===== src/rtl/head_drv_defs.svh =====
/*
  Register offsets, field positions, reset values and timing counts of the print-head driver.
  Assumes inclusion by bare name from the design files; holds definitions only.
*/
`ifndef HEAD_DRV_DEFS_SVH
`define HEAD_DRV_DEFS_SVH

// ---------------------------------------------------------------------------
// Register offsets (byte addresses, low eight address bits)
// ---------------------------------------------------------------------------
`define REG_CTRL        8'h00
`define REG_FEED        8'h04
`define REG_STATUS      8'h08
`define REG_LATCH_LO    8'h0C
`define REG_LATCH_HI    8'h10
`define REG_SHIFT_LO    8'h14
`define REG_SHIFT_HI    8'h18

// ---------------------------------------------------------------------------
// Fields and reset values
// ---------------------------------------------------------------------------
`define CTRL_SW_MODE    0
`define CTRL_SW_SELECT  1
`define CTRL_WIDTH      2
`define CTRL_RESET      2'h0
`define ST_FEED_VALID   0
`define ST_FEED_FULL    1
`define ST_TIMER_ON     2
`define ST_DRIVE_FAULT  3
`define ST_LEVEL_LSB    8

// ---------------------------------------------------------------------------
// Timing
// ---------------------------------------------------------------------------
`define HCLK_KHZ        25000
`define INT_CLK_KHZ     800
`define TICK_DIV        (`HCLK_KHZ / `INT_CLK_KHZ)
`define ON_TICKS_DEF    200
`define DISCH_TICKS_DEF 8
`define FEED_DEPTH      32
`define FEED_WIDTH      8

`endif


===== src/rtl/head_drv_pkg.sv =====
/*
  Types shared by the print-head driver files.
  Assumes nothing beyond a SystemVerilog compiler.
*/
package head_drv_pkg;

  // ---------------------------------------------------------------------------
  // Pin bundle from the host controller
  // ---------------------------------------------------------------------------
  typedef struct packed {
    logic       shift_clk;
    logic       select;
    logic       hold_ctrl_a;
    logic       hold_ctrl_b;
    logic       enable_n;
    logic       reset_n;
    logic [7:0] head_data_in;
  } head_pins_t;

  // ---------------------------------------------------------------------------
  // Protection timer states
  // ---------------------------------------------------------------------------
  typedef enum logic [3:0] {
    TMR_IDLE  = 4'b0001,
    TMR_ARM   = 4'b0010,
    TMR_ON    = 4'b0100,
    TMR_DISCH = 4'b1000
  } tmr_state_t;

endpackage : head_drv_pkg


===== src/rtl/head_line_fifo.sv =====
/*
  Feed FIFO with a registered read stage, parameterised in width and depth.
  Assumes one clock and an asynchronous active-low reset.
*/
`timescale 1ns/1ns
module head_line_fifo #(
  parameter int WIDTH = 8,
  parameter int DEPTH = 32
) (
  input  wire logic                       hclk,
  input  wire logic                       hresetn,
  input  wire logic                       in_valid,
  output logic                            in_ready,
  input  wire logic [WIDTH-1:0]           in_data,
  output logic                            out_valid,
  input  wire logic                       out_ready,
  output logic [WIDTH-1:0]                out_data,
  output logic [$clog2(DEPTH+1):0]        level
);
  localparam int AW = $clog2(DEPTH);

  logic [WIDTH-1:0] mem_ff [DEPTH];
  logic [AW-1:0]    wr_ptr_ff;
  logic [AW-1:0]    rd_ptr_ff;
  logic [AW:0]      cnt_ff;
  logic             out_valid_ff;
  logic [WIDTH-1:0] out_data_ff;
  logic             push;
  logic             pop;

  // ---------------------------------------------------------------------------
  // Handshakes
  // ---------------------------------------------------------------------------
  assign in_ready  = cnt_ff != (AW+1)'(DEPTH);
  assign push      = in_valid && in_ready;
  assign pop       = (cnt_ff != '0) && (!out_valid_ff || out_ready);
  assign out_valid = out_valid_ff;
  assign out_data  = out_data_ff;
  assign level     = ($clog2(DEPTH+1)+1)'(cnt_ff) + ($clog2(DEPTH+1)+1)'(out_valid_ff);

  // ---------------------------------------------------------------------------
  // Storage
  // ---------------------------------------------------------------------------
  always_ff @(posedge hclk) begin
    if (push) begin
      mem_ff[wr_ptr_ff] <= in_data;
    end
  end

  always_ff @(posedge hclk or negedge hresetn) begin
    if (!hresetn) begin
      wr_ptr_ff    <= '0;
      rd_ptr_ff    <= '0;
      cnt_ff       <= '0;
      out_valid_ff <= 1'b0;
      out_data_ff  <= '0;
    end else begin
      wr_ptr_ff <= push ? AW'(wr_ptr_ff + 1'b1) : wr_ptr_ff;
      rd_ptr_ff <= pop ? AW'(rd_ptr_ff + 1'b1) : rd_ptr_ff;
      cnt_ff    <= (AW+1)'(cnt_ff + (AW+1)'(push) - (AW+1)'(pop));
      if (pop) begin
        out_data_ff  <= mem_ff[rd_ptr_ff];
        out_valid_ff <= 1'b1;
      end else if (out_ready) begin
        out_valid_ff <= 1'b0;
      end
    end
  end

endmodule : head_line_fifo


===== src/rtl/head_shift_driver.sv =====
/*
  64-bit print-head shift register, two latch stages, protection timer and open-drain drive,
  with an AHB-Lite register slave and a software feed path through a FIFO.
  Assumes host pins are asynchronous to hclk and change slower than a few hclk periods.
*/
// Implementation choices: the AHB-Lite interface to the registers and the placing of the registers.
// Functional notes
// - Select high loads eight lanes, low serial
// - Storage is eight by eight, or one by 64
// - 64-bit register advances on host shift clock
// - Data high marks output on, low off
// - Serial output shows last stage bit 63
// - Two latch stages, transparent high, hold low
// - Latch controls act independently of each other
// - Enable high switches all outputs off
// - Reset low clears register and both latches
// - 64 open-drain outputs, sink when on
// - Timer output falls after first internal tick
// - Timer output returns high ending on-period
// - On-period limited to the timer interval
// - Internal timer clock at 800 kHz typical
`timescale 1ns/1ns
`include "head_drv_defs.svh"
module head_shift_driver #(
  parameter int TICK_DIV    = `TICK_DIV,
  parameter int ON_TICKS    = `ON_TICKS_DEF,
  parameter int DISCH_TICKS = `DISCH_TICKS_DEF,
  parameter int FEED_DEPTH  = `FEED_DEPTH
) (
  input  wire logic                     hclk,
  input  wire logic                     hresetn,
  input  wire logic                     hsel,
  input  wire logic [31:0]              haddr,
  input  wire logic [1:0]               htrans,
  input  wire logic                     hwrite,
  input  wire logic [2:0]               hsize,
  input  wire logic [31:0]              hwdata,
  input  wire logic                     hready,
  output logic                          hreadyout,
  output logic [31:0]                   hrdata,
  output logic                          hresp,
  input  wire head_drv_pkg::head_pins_t head_pins,
  output logic                          serial_out,
  input  wire logic [63:0]              drive_outputs_in,
  output logic [63:0]                   drive_outputs_out,
  output logic [63:0]                   drive_outputs_oe,
  output logic                          protect_timer_out
);

  // ---------------------------------------------------------------------------
  // Declarations
  // ---------------------------------------------------------------------------
  localparam int TICK_GAP = TICK_DIV;

  head_drv_pkg::head_pins_t pins_s1_ff;
  head_drv_pkg::head_pins_t pins_s2_ff;
  head_drv_pkg::tmr_state_t tmr_state_ff;
  head_drv_pkg::tmr_state_t nxt_tmr_state;

  logic                    shift_clk_s3_ff;
  logic [63:0]             drv_in_s1_ff;
  logic [63:0]             drv_in_s2_ff;
  logic [63:0]             shreg_ff;
  logic [63:0]             nxt_shreg;
  logic [63:0]             par_next;
  logic [63:0]             ser_next;
  logic [63:0]             latch_a_ff;
  logic [63:0]             latch_b_ff;
  logic [63:0]             drive_on_ff;
  logic [7:0]              tick_cnt_ff;
  logic [15:0]             tmr_cnt_ff;
  logic [15:0]             nxt_tmr_cnt;
  logic                    protect_out_ff;
  logic [`CTRL_WIDTH-1:0]  ctrl_ff;
  logic                    wr_pend_ff;
  logic [7:0]              addr_ff;
  logic [31:0]             hrdata_ff;
  logic                    addr_phase;
  logic                    fifo_push;
  logic                    fifo_in_ready;
  logic                    fifo_out_valid;
  logic                    fifo_out_ready;
  logic [7:0]              fifo_out_data;
  logic [$clog2(FEED_DEPTH+1):0] fifo_level;
  logic                    sw_mode;
  logic                    shift_rise;
  logic                    load_step;
  logic                    load_par;
  logic [7:0]              load_data;
  logic                    head_clear;
  logic                    enable_on;
  logic                    demand;
  logic                    tick;
  logic                    drive_fault;
  logic [31:0]             status_word;
  logic [31:0]             rd_mux;

  // ---------------------------------------------------------------------------
  // Pin synchronisers
  // ---------------------------------------------------------------------------
  always_ff @(posedge hclk or negedge hresetn) begin
    if (!hresetn) begin
      pins_s1_ff      <= '0;
      pins_s2_ff      <= '0;
      shift_clk_s3_ff <= 1'b0;
      drv_in_s1_ff    <= '0;
      drv_in_s2_ff    <= '0;
    end else begin
      pins_s1_ff      <= head_pins;
      pins_s2_ff      <= pins_s1_ff;
      shift_clk_s3_ff <= pins_s2_ff.shift_clk;
      drv_in_s1_ff    <= drive_outputs_in;
      drv_in_s2_ff    <= drv_in_s1_ff;
    end
  end

  // ---------------------------------------------------------------------------
  // Load source selection
  // ---------------------------------------------------------------------------
  // Software feed takes over the shift data path; latching, enable and head reset still come from the pins.
  assign sw_mode    = ctrl_ff[`CTRL_SW_MODE];
  assign shift_rise = pins_s2_ff.shift_clk && !shift_clk_s3_ff;
  assign fifo_out_ready = sw_mode;
  assign load_step  = sw_mode ? (fifo_out_valid && fifo_out_ready) : shift_rise;
  assign load_par   = sw_mode ? ctrl_ff[`CTRL_SW_SELECT] : pins_s2_ff.select;
  assign load_data  = sw_mode ? fifo_out_data : pins_s2_ff.head_data_in;
  assign head_clear = !pins_s2_ff.reset_n;
  assign enable_on  = !pins_s2_ff.enable_n;

  // ---------------------------------------------------------------------------
  // Shift register
  // ---------------------------------------------------------------------------
  for (genvar lane = 0; lane < 8; lane++) begin : g_lane
    assign par_next[8*lane +: 8] = {shreg_ff[8*lane +: 7], load_data[lane]};
  end
  assign ser_next  = {shreg_ff[62:0], load_data[0]};
  assign nxt_shreg = load_par ? par_next : ser_next;

  always_ff @(posedge hclk or negedge hresetn) begin
    if (!hresetn) begin
      shreg_ff <= '0;
    end else if (head_clear) begin
      shreg_ff <= '0;
    end else if (load_step) begin
      shreg_ff <= nxt_shreg;
    end
  end

  assign serial_out = shreg_ff[63];

  // ---------------------------------------------------------------------------
  // Latch stages
  // ---------------------------------------------------------------------------
  // Each stage follows its source one hclk late while open; this keeps the path glitch free.
  always_ff @(posedge hclk or negedge hresetn) begin
    if (!hresetn) begin
      latch_a_ff <= '0;
      latch_b_ff <= '0;
    end else if (head_clear) begin
      latch_a_ff <= '0;
      latch_b_ff <= '0;
    end else begin
      latch_a_ff <= pins_s2_ff.hold_ctrl_a ? shreg_ff : latch_a_ff;
      latch_b_ff <= pins_s2_ff.hold_ctrl_b ? latch_a_ff : latch_b_ff;
    end
  end

  // ---------------------------------------------------------------------------
  // Protection timer
  // ---------------------------------------------------------------------------
  assign tick   = tick_cnt_ff == 8'(TICK_DIV - 1);
  assign demand = (|latch_b_ff) && enable_on;

  always_comb begin
    nxt_tmr_state = tmr_state_ff;
    nxt_tmr_cnt   = tmr_cnt_ff;
    case (tmr_state_ff)
      head_drv_pkg::TMR_IDLE: begin
        if (demand) begin
          nxt_tmr_state = head_drv_pkg::TMR_ARM;
        end
      end
      head_drv_pkg::TMR_ARM: begin
        if (!demand) begin
          nxt_tmr_state = head_drv_pkg::TMR_IDLE;
        end else if (tick) begin
          nxt_tmr_state = head_drv_pkg::TMR_ON;
          nxt_tmr_cnt   = '0;
        end
      end
      head_drv_pkg::TMR_ON: begin
        if (!demand) begin
          nxt_tmr_state = head_drv_pkg::TMR_DISCH;
          nxt_tmr_cnt   = '0;
        end else if (tick && tmr_cnt_ff == 16'(ON_TICKS - 1)) begin
          nxt_tmr_state = head_drv_pkg::TMR_DISCH;
          nxt_tmr_cnt   = '0;
        end else if (tick) begin
          nxt_tmr_cnt = 16'(tmr_cnt_ff + 16'h0001);
        end
      end
      head_drv_pkg::TMR_DISCH: begin
        // A stuck-on line waits here until demand drops, so it cannot retrigger at once.
        if (tick && tmr_cnt_ff >= 16'(DISCH_TICKS - 1)) begin
          nxt_tmr_state = demand ? head_drv_pkg::TMR_DISCH : head_drv_pkg::TMR_IDLE;
        end else if (tick) begin
          nxt_tmr_cnt = 16'(tmr_cnt_ff + 16'h0001);
        end
      end
      default: begin
        nxt_tmr_state = head_drv_pkg::TMR_IDLE;
        nxt_tmr_cnt   = '0;
      end
    endcase
  end

  always_ff @(posedge hclk or negedge hresetn) begin
    if (!hresetn) begin
      tick_cnt_ff    <= '0;
      tmr_state_ff   <= head_drv_pkg::TMR_IDLE;
      tmr_cnt_ff     <= '0;
      protect_out_ff <= 1'b1;
    end else begin
      tick_cnt_ff    <= tick ? 8'h00 : 8'(tick_cnt_ff + 8'h01);
      tmr_state_ff   <= nxt_tmr_state;
      tmr_cnt_ff     <= nxt_tmr_cnt;
      protect_out_ff <= nxt_tmr_state != head_drv_pkg::TMR_ON;
    end
  end

  assign protect_timer_out = protect_out_ff;

  // ---------------------------------------------------------------------------
  // Open-drain drive
  // ---------------------------------------------------------------------------
  always_ff @(posedge hclk or negedge hresetn) begin
    if (!hresetn) begin
      drive_on_ff <= '0;
    end else begin
      drive_on_ff <= latch_b_ff & {64{enable_on && tmr_state_ff == head_drv_pkg::TMR_ON}};
    end
  end

  assign drive_outputs_out = '0;
  assign drive_outputs_oe  = drive_on_ff;
  assign drive_fault       = |(drive_on_ff & drv_in_s2_ff);

  // ---------------------------------------------------------------------------
  // Feed FIFO
  // ---------------------------------------------------------------------------
  head_line_fifo #(
    .WIDTH (`FEED_WIDTH),
    .DEPTH (FEED_DEPTH)
  ) u_feed (
    .hclk      (hclk),
    .hresetn   (hresetn),
    .in_valid  (fifo_push),
    .in_ready  (fifo_in_ready),
    .in_data   (hwdata[7:0]),
    .out_valid (fifo_out_valid),
    .out_ready (fifo_out_ready),
    .out_data  (fifo_out_data),
    .level     (fifo_level)
  );

  // ---------------------------------------------------------------------------
  // AHB-Lite slave
  // ---------------------------------------------------------------------------
  // Only whole-word transfers are expected, so hsize is not decoded.
  assign addr_phase  = hsel && htrans[1] && hready;
  assign fifo_push   = wr_pend_ff && addr_ff == `REG_FEED;
  assign hreadyout   = !(fifo_push && !fifo_in_ready);
  assign hresp       = 1'b0;
  assign hrdata      = hrdata_ff;
  assign status_word = {16'h0000, 8'(fifo_level), 4'h0, drive_fault,
                        !protect_out_ff, !fifo_in_ready, fifo_out_valid};
  assign rd_mux = (haddr[7:0] == `REG_CTRL)     ? {30'h0, ctrl_ff} :
                  (haddr[7:0] == `REG_STATUS)   ? status_word :
                  (haddr[7:0] == `REG_LATCH_LO) ? latch_b_ff[31:0] :
                  (haddr[7:0] == `REG_LATCH_HI) ? latch_b_ff[63:32] :
                  (haddr[7:0] == `REG_SHIFT_LO) ? shreg_ff[31:0] :
                  (haddr[7:0] == `REG_SHIFT_HI) ? shreg_ff[63:32] : 32'h00000000;

  always_ff @(posedge hclk or negedge hresetn) begin
    if (!hresetn) begin
      wr_pend_ff <= 1'b0;
      addr_ff    <= 8'h00;
      hrdata_ff  <= 32'h00000000;
    end else if (hreadyout) begin
      wr_pend_ff <= addr_phase && hwrite;
      addr_ff    <= haddr[7:0];
      hrdata_ff  <= (addr_phase && !hwrite) ? rd_mux : 32'h00000000;
    end
  end

  always_ff @(posedge hclk or negedge hresetn) begin
    if (!hresetn) begin
      ctrl_ff <= `CTRL_RESET;
    end else if (wr_pend_ff && addr_ff == `REG_CTRL) begin
      ctrl_ff <= hwdata[`CTRL_WIDTH-1:0];
    end
  end
endmodule : head_shift_driver


===== config.mk =====
export PLATFORM = sky130hd
export DESIGN_NAME = head_shift_driver
export DESIGN_NICKNAME = d
export VERILOG_FILES = /design/src/rtl/head_drv_pkg.sv /design/src/rtl/head_line_fifo.sv /design/src/rtl/head_shift_driver.sv
export VERILOG_INCLUDE_DIRS = /design/src /design/src/rtl
export SDC_FILE = /design/constraint.sdc
export NUM_CORES = 1
export LEC_CHECK = 0
export BUFFER_PORTS_ARGS = -buffer_cell sky130_fd_sc_hd__buf_2
export CORE_AREA = 2 2 298 300
export DETAILED_ROUTE_END_ITERATION = 10
export DIE_AREA = 0 0 300 302
export PLACE_DENSITY = 0.57
export SYNTH_ARGS = -nofsm -noshare
export SYNTH_HDL_FRONTEND = slang
export SYNTH_SLANG_ARGS = --single-unit
export TNS_END_PERCENT = 30

===== constraint.sdc =====
create_clock -name hclk -period 2.7 [get_ports hclk]
set_clock_uncertainty 0.15 [all_clocks]
set_input_delay 0.54 -clock hclk [delete_from_list [all_inputs] [get_ports hclk]]
set_output_delay 0.54 -clock hclk [all_outputs]
set_load 0.01 [all_outputs]

==> summary by stage, run 1 <==
Pwr
The total net switching power is between 7 and 8 mW. The worst vdd rail ir drop is around 0.00056 V. The share of total power dissipated in the clock network is 0.420.

The fraction of power consumed by combinational cells is 0.149. For this design the static power due to leakage is 16.28 nW. The share of total power dissipated in sequential elements is 0.431.

The internal cell power is 22.05 mW. Of the total power, the share spent switching nets is 0.2473. The power density of the placed cells is 779.3 nW/um^2.

Clock tree
The clock latency reported for the late side of the worst-skew pair is 0.67 ns. Counting the buffers created by CTS gives 85. The number of H-tree levels is 3. The TritonCTS clock tree is yes. After clock tree synthesis, the clock-pin slew on the worst setup and hold paths is approximately 0.05 ns. Counting along the longest clock path gives a buffer depth of 3. The master cell of the clock root buffer is clkbuf_16. CTS saw 766 sinks.

Global routing
In the global route stage, met2 resource usage came out at 0.2735. The initial antenna violation count is 6. For this run, the total global-route usage over all layers was measured as 0.1723. The global-route met1 utilization is 0.2346. The total congestion overflow after global routing is 0. The largest net degree at the start of global routing is 124.

The global-route wire length before repair is 118800 um. For met3 alone, demand over resource in global routing was 0.03907. The via count of the first global-routing pass is between 15000 and 20000. In this run the most used layer during global routing was met2.

STA
The total negative slack is -0.05820 ns. Headroom to the max-slew limit came out at 0.5349. Of the available clock period, the critical path in the final layout requires 1.022. Setup violations remaining at the end of the flow were counted as 1. The number of failing hold endpoints at the final stage came to 0. The final count of pins violating max slew was 0. The achievable frequency is 362.6 MHz. The minimum period implied by the final worst setup slack is 2.758 ns. After layout, the worst setup slack is -0.05820 ns. Setup repair after global routing could not meet its margin everywhere. The worst hold-check slack is 0.04851 ns.

At the pin with the least slew margin, the transition time is 0.6976 ns.

Logic synthesis
Among all flip-flop cells after synthesis, the most frequent one is dfrtp_1. The synthesized netlist cell count is around 2100. The share of synthesized registers carrying an async set or reset is 0.6658. The cell area that synthesis handed to floorplanning was 30270 um^2. Sorting the synthesized cells by how often they occur yields 508 x dfrtp_1, 256 x edfxtp_1, 189 x nand2_1. The number of flops mapped to enable cells by yosys is 256.

The register area share after synthesis is 0.6756. The post-synthesis sequential element count is 766. dfrtp_1 takes more of the synthesized area than any other cell.

The leading cell type by number of instances after synthesis is dfrtp_1. The mean post-synth cell area is 14.47 um^2. For this run, the number of Yosys warnings is 0. The share of Yosys cell area claimed by the top area cell type is 0.4199. The distinct cell type count after synthesis is 72. Ranked by total cell area, the synthesized netlist is headed by dfrtp_1 42%, edfxtp_1 25%, mux4_2 6.0%.

Placed design
In this run the cell area measured after placement is 33540 um^2. The final RePlAce weighted congestion is ~0.86. The detailed placer's ending HPWL is 52240 um. At the placement stage, the worst setup path has a slack of 0.001792 ns. Port buffering added 198 buffers.

Worst setup path
On the critical path, the stage with the largest delay is an instance of dfrtp_1. The startpoint kind of the worst setup timing path is a flop. Data arrives at the worst endpoint at 2.07 ns. The maximum cell stage delay along the critical path is just under 0.4 ns.

By instance count, the cell type seen most on the critical path is inv_2. The endpoint kind of the worst setup timing path is an output pin. At the worst endpoint, the required time is 2.01 ns. In this run the worst path has a maximum fanout of 2. Traced cell by cell, the critical path runs through inv_2, ha_4, nor4bb_4, buf_4, and4_4, inv_2, buf_6. The kind of critical path is reg -> out.

Floorplan
Row generation in the floorplan step produced 109 rows. The initial core utilization is 0.3457. The number of placed I/O pins is 316. The die span in y is 302 um. The core region is 87560 um^2.

The die area is ~91000 um^2. The width of the die is 300 um.

Layout
The final layout contains roughly 2700 nets. From synthesis to final layout, the design area changed by 24.19%. The post-route cell area is 37590 um^2. The layout has 7992 filler cells. In the final layout, the share of cells above drive strength 1 is 0.2448.

Flow run
The tool flagged a number of max-cap violations equal to 0.

Routing
The routed layout has 18406 vias. For this block, the routed nets add up to 77670 um of wire. The first-pass detailed-route iteration total is 6.

In the routed design, unresolved DRC markers number 0. The number of DRC markers in iteration 0 is around 1400. The number of vias per cell after detailed routing is between 4 and 5. The post-route antenna net violation count is 0.

Dividing the detail-routed wire length by the instance count gives between 20 and 25 um.

Status
The flow ran to the end, but the final reports show violations. The checks that failed: setup timing.

Worst hold path
The worst min-delay path class is in -> reg.
[cell usage in the layout (no fill, tap or decap), types with 18 or more instances in the layout]
| cell type | instances |
|---|---|
| dfrtp_1 | 503 |
| edfxtp_1 | 256 |
| buf_2 | 196 |
| nand2_1 | 185 |
| mux2i_1 | 150 |
| buf_4 | 143 |
| nor2b_1 | 136 |
| clkbuf_16 | 86 |
| dlygate4sd3_1 | 85 |
| mux4_2 | 80 |
| nand3_1 | 76 |
| nor2_1 | 71 |
| and2_1 | 66 |
| conb_1 | 65 |
| a22o_1 | 45 |
| a22oi_1 | 32 |
| a221oi_1 | 27 |
| buf_12 | 23 |
| inv_1 | 22 |
| o21ai_1 | 22 |
| ha_1 | 21 |
| nor4_1 | 18 |
[kinds of logic (layout without fill, tap and decap cells)]
kind of cell / count (synthesis) / after routing / share of synthesized area
adder cells (fa/ha/maj): 24 / 24 / 0.01017
other: 1 / 68 / 0.0001239
AND/OR/NAND/NOR: 637 / 637 / 0.1095
flip-flops: 766 / 766 / 0.6756
multiplexers: 234 / 234 / 0.1106
AO/OA/AOI/OAI: 205 / 205 / 0.05303
buffers and inverters: 205 / 631 / 0.03517
XOR/XNOR: 20 / 20 / 0.005787
[critical path, delay by kind of cell, from the launching register on]
| family | cells | cell delay (ns) |
|---|---|---|
| adder cells (fa/ha/maj) | 1 | 0.13 |
| buffers and inverters | 4 | 0.41 |
| flip-flops | 1 | 0.39 |
| AND/OR/NAND/NOR | 2 | 0.49 |
[path summary, 6_finish.rpt]
| path | slack (ns) | from | cells past startpoint | to |
|---|---|---|---|---|
| setup / recovery | -0.06 | u_feed.cnt_ff[3] | 7 | hreadyout |
| hold / removal | 0.05 | haddr[4] | 2 | addr_ff[4] |
| setup reg to reg | 0.13 | latch_b_ff[27] | 8 | tmr_cnt_ff[1] |
| hold reg to reg | 0.19 | drv_in_s1_ff[27] | 0 | drv_in_s2_ff[27] |
| max in group asynchronous | 1.25 | hresetn | 3 | tmr_state_ff[0] |
| min in group asynchronous | 0.25 | hresetn | 2 | drv_in_s2_ff[27] |
[layout make-up]
| class | instances | area, um^2 | area share |
|---|---|---|---|
| Antenna cell | 3 | 7.507 | 0.0001997 |
| Clock buffer | 118 | 2422 | 0.06443 |
| Timing Repair Buffer | 451 | 3415 | 0.09083 |
| Sequential cell | 766 | 20470 | 0.5445 |
| Multi-Input combinational cell | 1185 | 9112 | 0.2424 |
| Inverter | 27 | 101.3 | 0.002696 |
| Clock inverter | 35 | 609.3 | 0.01621 |
| Tap cell | 1165 | 1458 | 0.03877 |
[power by group through the flow]
stage                     sequential, mW  clock [mW]  combinational (mW)
after CTS                           12.6        12.6                4.40
after global routing                12.7        13.1                4.74
after floorplan                     12.7           0                2.86
after global placement              12.8           0                4.12
final                               12.6        12.3                4.36
after detailed placement            12.9           0                4.20
[metal layers]
metal  share of wire  up-vias
met1            0.44     9431
li1                -     8294
met2            0.47      533
met5         0.00068        -
met3           0.060      140
met4           0.030        8
[per-stage QoR]
| stage | utilization | power (mW) | std cells |
|---|---|---|---|
| finish | 0.4294 | 29.30 | 3750 |
| global route | 0.4293 | 30.49 | 3749 |
| CTS | 0.4285 | 29.65 | 3745 |
| detailed placement | 0.3831 | 17.05 | 3501 |
| global placement | 0.3831 | 16.96 | 3501 |
| floorplan | - | 15.55 | 2156 |
[state kept, by name (all words and copies together), names as in the netlist, 6 cells and up]
| signal | count |
|---|---|
| pins_s1_ff | 14 |
| pins_s2_ff | 14 |
| latch_b_ff | 64 |
| latch_a_ff | 64 |
| u_feed.cnt_ff | 6 |
| drive_outputs_oe | 64 |
| u_feed.mem_ff | 256 |
| tmr_cnt_ff | 16 |
| tick_cnt_ff | 8 |
| drv_in_s2_ff | 64 |
| hrdata | 32 |
| u_feed.out_data | 8 |
| addr_ff | 8 |
| drv_in_s1_ff | 64 |
| shreg_ff | 64 |
[timing repair]
item / in CTS / in global routing
setup endpoints to repair: 1 / 183
setup buffers: 6 / 2
resized for setup: 15 / 13
pin swaps: 2 / 2
endpoints found under the hold margin: 127 / 0
hold buffers: 85 / 0
(Power assumes the default switching activity.)
==> run 2, diff against run 1 <==
--- a/config.mk
+++ b/config.mk
@@ -7,10 +7,10 @@
 export NUM_CORES = 1
 export LEC_CHECK = 0
 export BUFFER_PORTS_ARGS = -buffer_cell sky130_fd_sc_hd__buf_2
-export CORE_AREA = 2 2 298 300
+export CORE_AREA = 2 2 242 244
 export DETAILED_ROUTE_END_ITERATION = 10
-export DIE_AREA = 0 0 300 302
-export PLACE_DENSITY = 0.57
+export DIE_AREA = 0 0 244 246
+export PLACE_DENSITY = 0.79
 export SYNTH_ARGS = -nofsm -noshare
 export SYNTH_HDL_FRONTEND = slang
 export SYNTH_SLANG_ARGS = --single-unit
==> run 2 against run 1 <==
Net effect: the run still ends with setup timing left; utilization is 21 points higher; sequential cell count stayed put; combinational power is 2% lower.
==> summary by stage, run 2 (same netlist as run 1, synthesis figures left out) <==
Worst setup path
The maximum cell stage delay along the critical path was 0.39 ns (about the same). The buffers plus inverters on the worst setup path came to 4 (unchanged). The critical path required time came to 2.01 ns (about the same). The endpoint kind of the worst setup timing path is an output pin. The cell family with the largest share of critical-path delay is simple AND/OR/NAND/NOR gates. Traced cell by cell, the critical path runs through inv_2, ha_4, nor4bb_4, buf_4, and4_4, inv_4, buf_6. The critical path is of the reg -> out type. The endpoint arrival time on the critical path is 2.10 ns (+0.03 ns). The slowest stage of the critical path is the dfrtp_1 cell. The critical-path maximum fanout is 3 (+1). The worst setup path is launched from a flop.

The register-to-register setup slack is -0.01 ns (-0.14 ns).

Placed design
The detailed placer's ending HPWL came to 48620 um (-6.9%). The pre-CTS setup slack is -0.2206 ns (-0.2224 ns). The number of port buffers is 198 (unchanged). The final RePlAce weighted congestion came to 0.8982 (+4.9%). The number of placed cells counting well taps is 3087 (-12%).

Routing
The total number of vias is 19009 (+3.3%). The detailed-route wire length is 76070 um (-2.1%). The residual DRC count came to 0 (unchanged). The routed length per instance came to 22.95 um (+11%).

The number of vias per cell after detailed routing came to 5.734 (+17%). The number of DRC markers in iteration 0 is 1709 (+19%). The first-pass detailed-route iteration total is 5 (-1). The post-route antenna net violation count is 0 (unchanged).

Flow run
The count of max-cap constraint violations is 0 (unchanged).

STA
The worst hold-check slack is 0.04958 ns (+0.001064 ns). Setup repair after global routing could not meet its margin everywhere. The actual transition at the worst max-transition pin was 0.8063 ns (+0.1087 ns). The final worst-path cycle share came to 1.034 (+0.01227). The number of failing hold endpoints at the final stage came to 0 (unchanged). The achievable frequency is 358.3 MHz (-1.2%). The minimum period implied by the final worst setup slack is 2.791 ns (+0.03314 ns). The setup slack of the critical path after layout is -0.09135 ns (-0.03314 ns).

The final count of pins violating max slew is 0 (unchanged). The number of setup violations in the final report was 2 (+1). The relative slew slack was 0.4625 (-0.07245).

Layout
The layout cell share with drive strength beyond 1 came to 0.2417 (-0.003108). The number of filler instances in the final layout is 3971 (-50%). The flip-flop count of the largest register, all copies and words added is 256 (unchanged). In the layout the commonest cells are 503 x dfrtp_1, 256 x edfxtp_1, 196 x buf_2. Relative to the synthesized area, the layout overhead comes to 21.26%.

The sequential cell area in the final layout was 20470 um^2 (unchanged). The final layout net count is 2665 (-1.0%). More flip-flops sit in one register than any other, and that register is u_feed.mem_ff. The most common cell after layout, fill and taps aside is dfrtp_1. The area used by multi-input combinational logic is 9159 um^2 (+0.51%). The number of standard cells in the final layout excluding fillers is 3315 (-12%).

Floorplan
The die span in y came to 246 um (-19%). The die area is 60020 um^2 (-34%). The number of placed I/O pins is 316 (unchanged).

The width of the die is 244 um (-19%). The number of placement rows is 88 (-19%). The core area came to 57370 um^2 (-34%). The initial core utilization is 0.5277 (+0.1820).

Global routing
The via count of the first global-routing pass is 19730 (+2.8%). The total congestion overflow after global routing is 0 (unchanged). The largest net degree at the start of global routing is 85 (-31%). The global-route wire length before repair came to 117200 um (-1.4%). The global-route usage over all layers came to 0.2563 (+0.08406). The initial antenna violation count is 3 (-3).

Pwr
The power density of the placed cells is 773.3 nW/um^2 (-0.77%). The static power due to leakage is 16.08 nW (-1.3%). The worst vdd rail ir drop is 0.0008641 V (+55%). The final total power came to 28.39 mW (-3.1%).

Clock tree
The clock latency reported for the late side of the worst-skew pair came to 0.64 ns (-0.03 ns). The clock-pin slew reported for the worst setup and hold paths after clock tree synthesis was 0.06 ns (about the same). The master cell of the clock root buffer is clkbuf_16. The number of buffers created by CTS is 76 (-11%). The number of H-tree levels is 3 (unchanged). The clock sink count is 766 (unchanged).

The maximum count of clock buffers along a single path came to 3 (unchanged). TritonCTS built the clock tree.

Status
The checks that failed: setup timing. The run finished, with violations left.

Worst hold path
The worst hold path belongs to the class in -> reg.
-- run 2: changes by cell type in the layout (fill, tap and decap cells not counted), moves of 2 or more --
cell | previous run | this run
mux2i_2 | 0 | 3
mux2i_1 | 150 | 147
diode_2 | 3 | 1
clkinv_1 | 4 | 2
a211oi_2 | 0 | 2
buf_4 | 143 | 130
clkbuf_16 | 86 | 78
dlygate4sd3_1 | 85 | 80
clkinv_16 | 4 | 1
a211oi_1 | 5 | 3
inv_6 | 3 | 1
-- run 2: per-stage QoR --
| stage | instance area [um^2] | util | TNS [ns] |
|---|---|---|---|
| 6_report | 36710 | 0.6399 | -0.09779 |
| 5_1_grt | 36700 | 0.6398 | -1.311 |
| 4_1_cts | 36540 | 0.6370 | -1.493 |
| 3_5_place_dp | 32950 | 0.5743 | -4.931 |
| 3_3_place_gp | 32950 | 0.5743 | -2.006 |
| 2_1_floorplan | 30530 | - | 0 |
-- run 2: per-layer routing --
metal | up-vias | share of wire | global-route usage
li1 | 8247 | - | -
met5 | - | 0.00038 | 0
met1 | 9779 | 0.39 | 0.3260
met3 | 150 | 0.074 | 0.05904
met4 | 4 | 0.033 | 0.08949
met2 | 829 | 0.51 | 0.4344
-- run 2: power breakdown --
part / internal (mW) / total (mW) / switching (mW)
clock network: 6.89 / 11.4 / 4.49
logic: 2.24 / 4.29 / 2.05
registers: 12.3 / 12.7 / 0.370
-- run 2: what timing repair did --
action / in CTS / in global routing
buffers inserted: 4 / 5
pin swaps: 2 / 2
gates resized for setup: 9 / 28
endpoints found under the hold margin: 120 / 0
hold buffers: 80 / 0
endpoints found under the setup margin: 44 / 307
-- run 2: cell type report --
cell class,count,area share
Inverter,27,0.002829
Multi-Input combinational cell,1185,0.2495
Clock inverter,30,0.01438
Antenna cell,1,0.00006817
Clock buffer,108,0.06006
Tap cell,765,0.02608
Timing Repair Buffer,433,0.08944
Sequential cell,766,0.5576
-- run 2: final timing paths --
kind                                   from          endpoint  cells past startpoint
setup / recovery           u_feed.cnt_ff[3]         hreadyout                      7
hold / removal                     haddr[5]        addr_ff[5]                      2
setup reg to reg              latch_b_ff[6]     tmr_cnt_ff[7]                      8
hold reg to reg            drv_in_s1_ff[10]  drv_in_s2_ff[10]                      0
max in group asynchronous           hresetn   drv_in_s2_ff[0]                      3
min in group asynchronous           hresetn    latch_a_ff[63]                      2
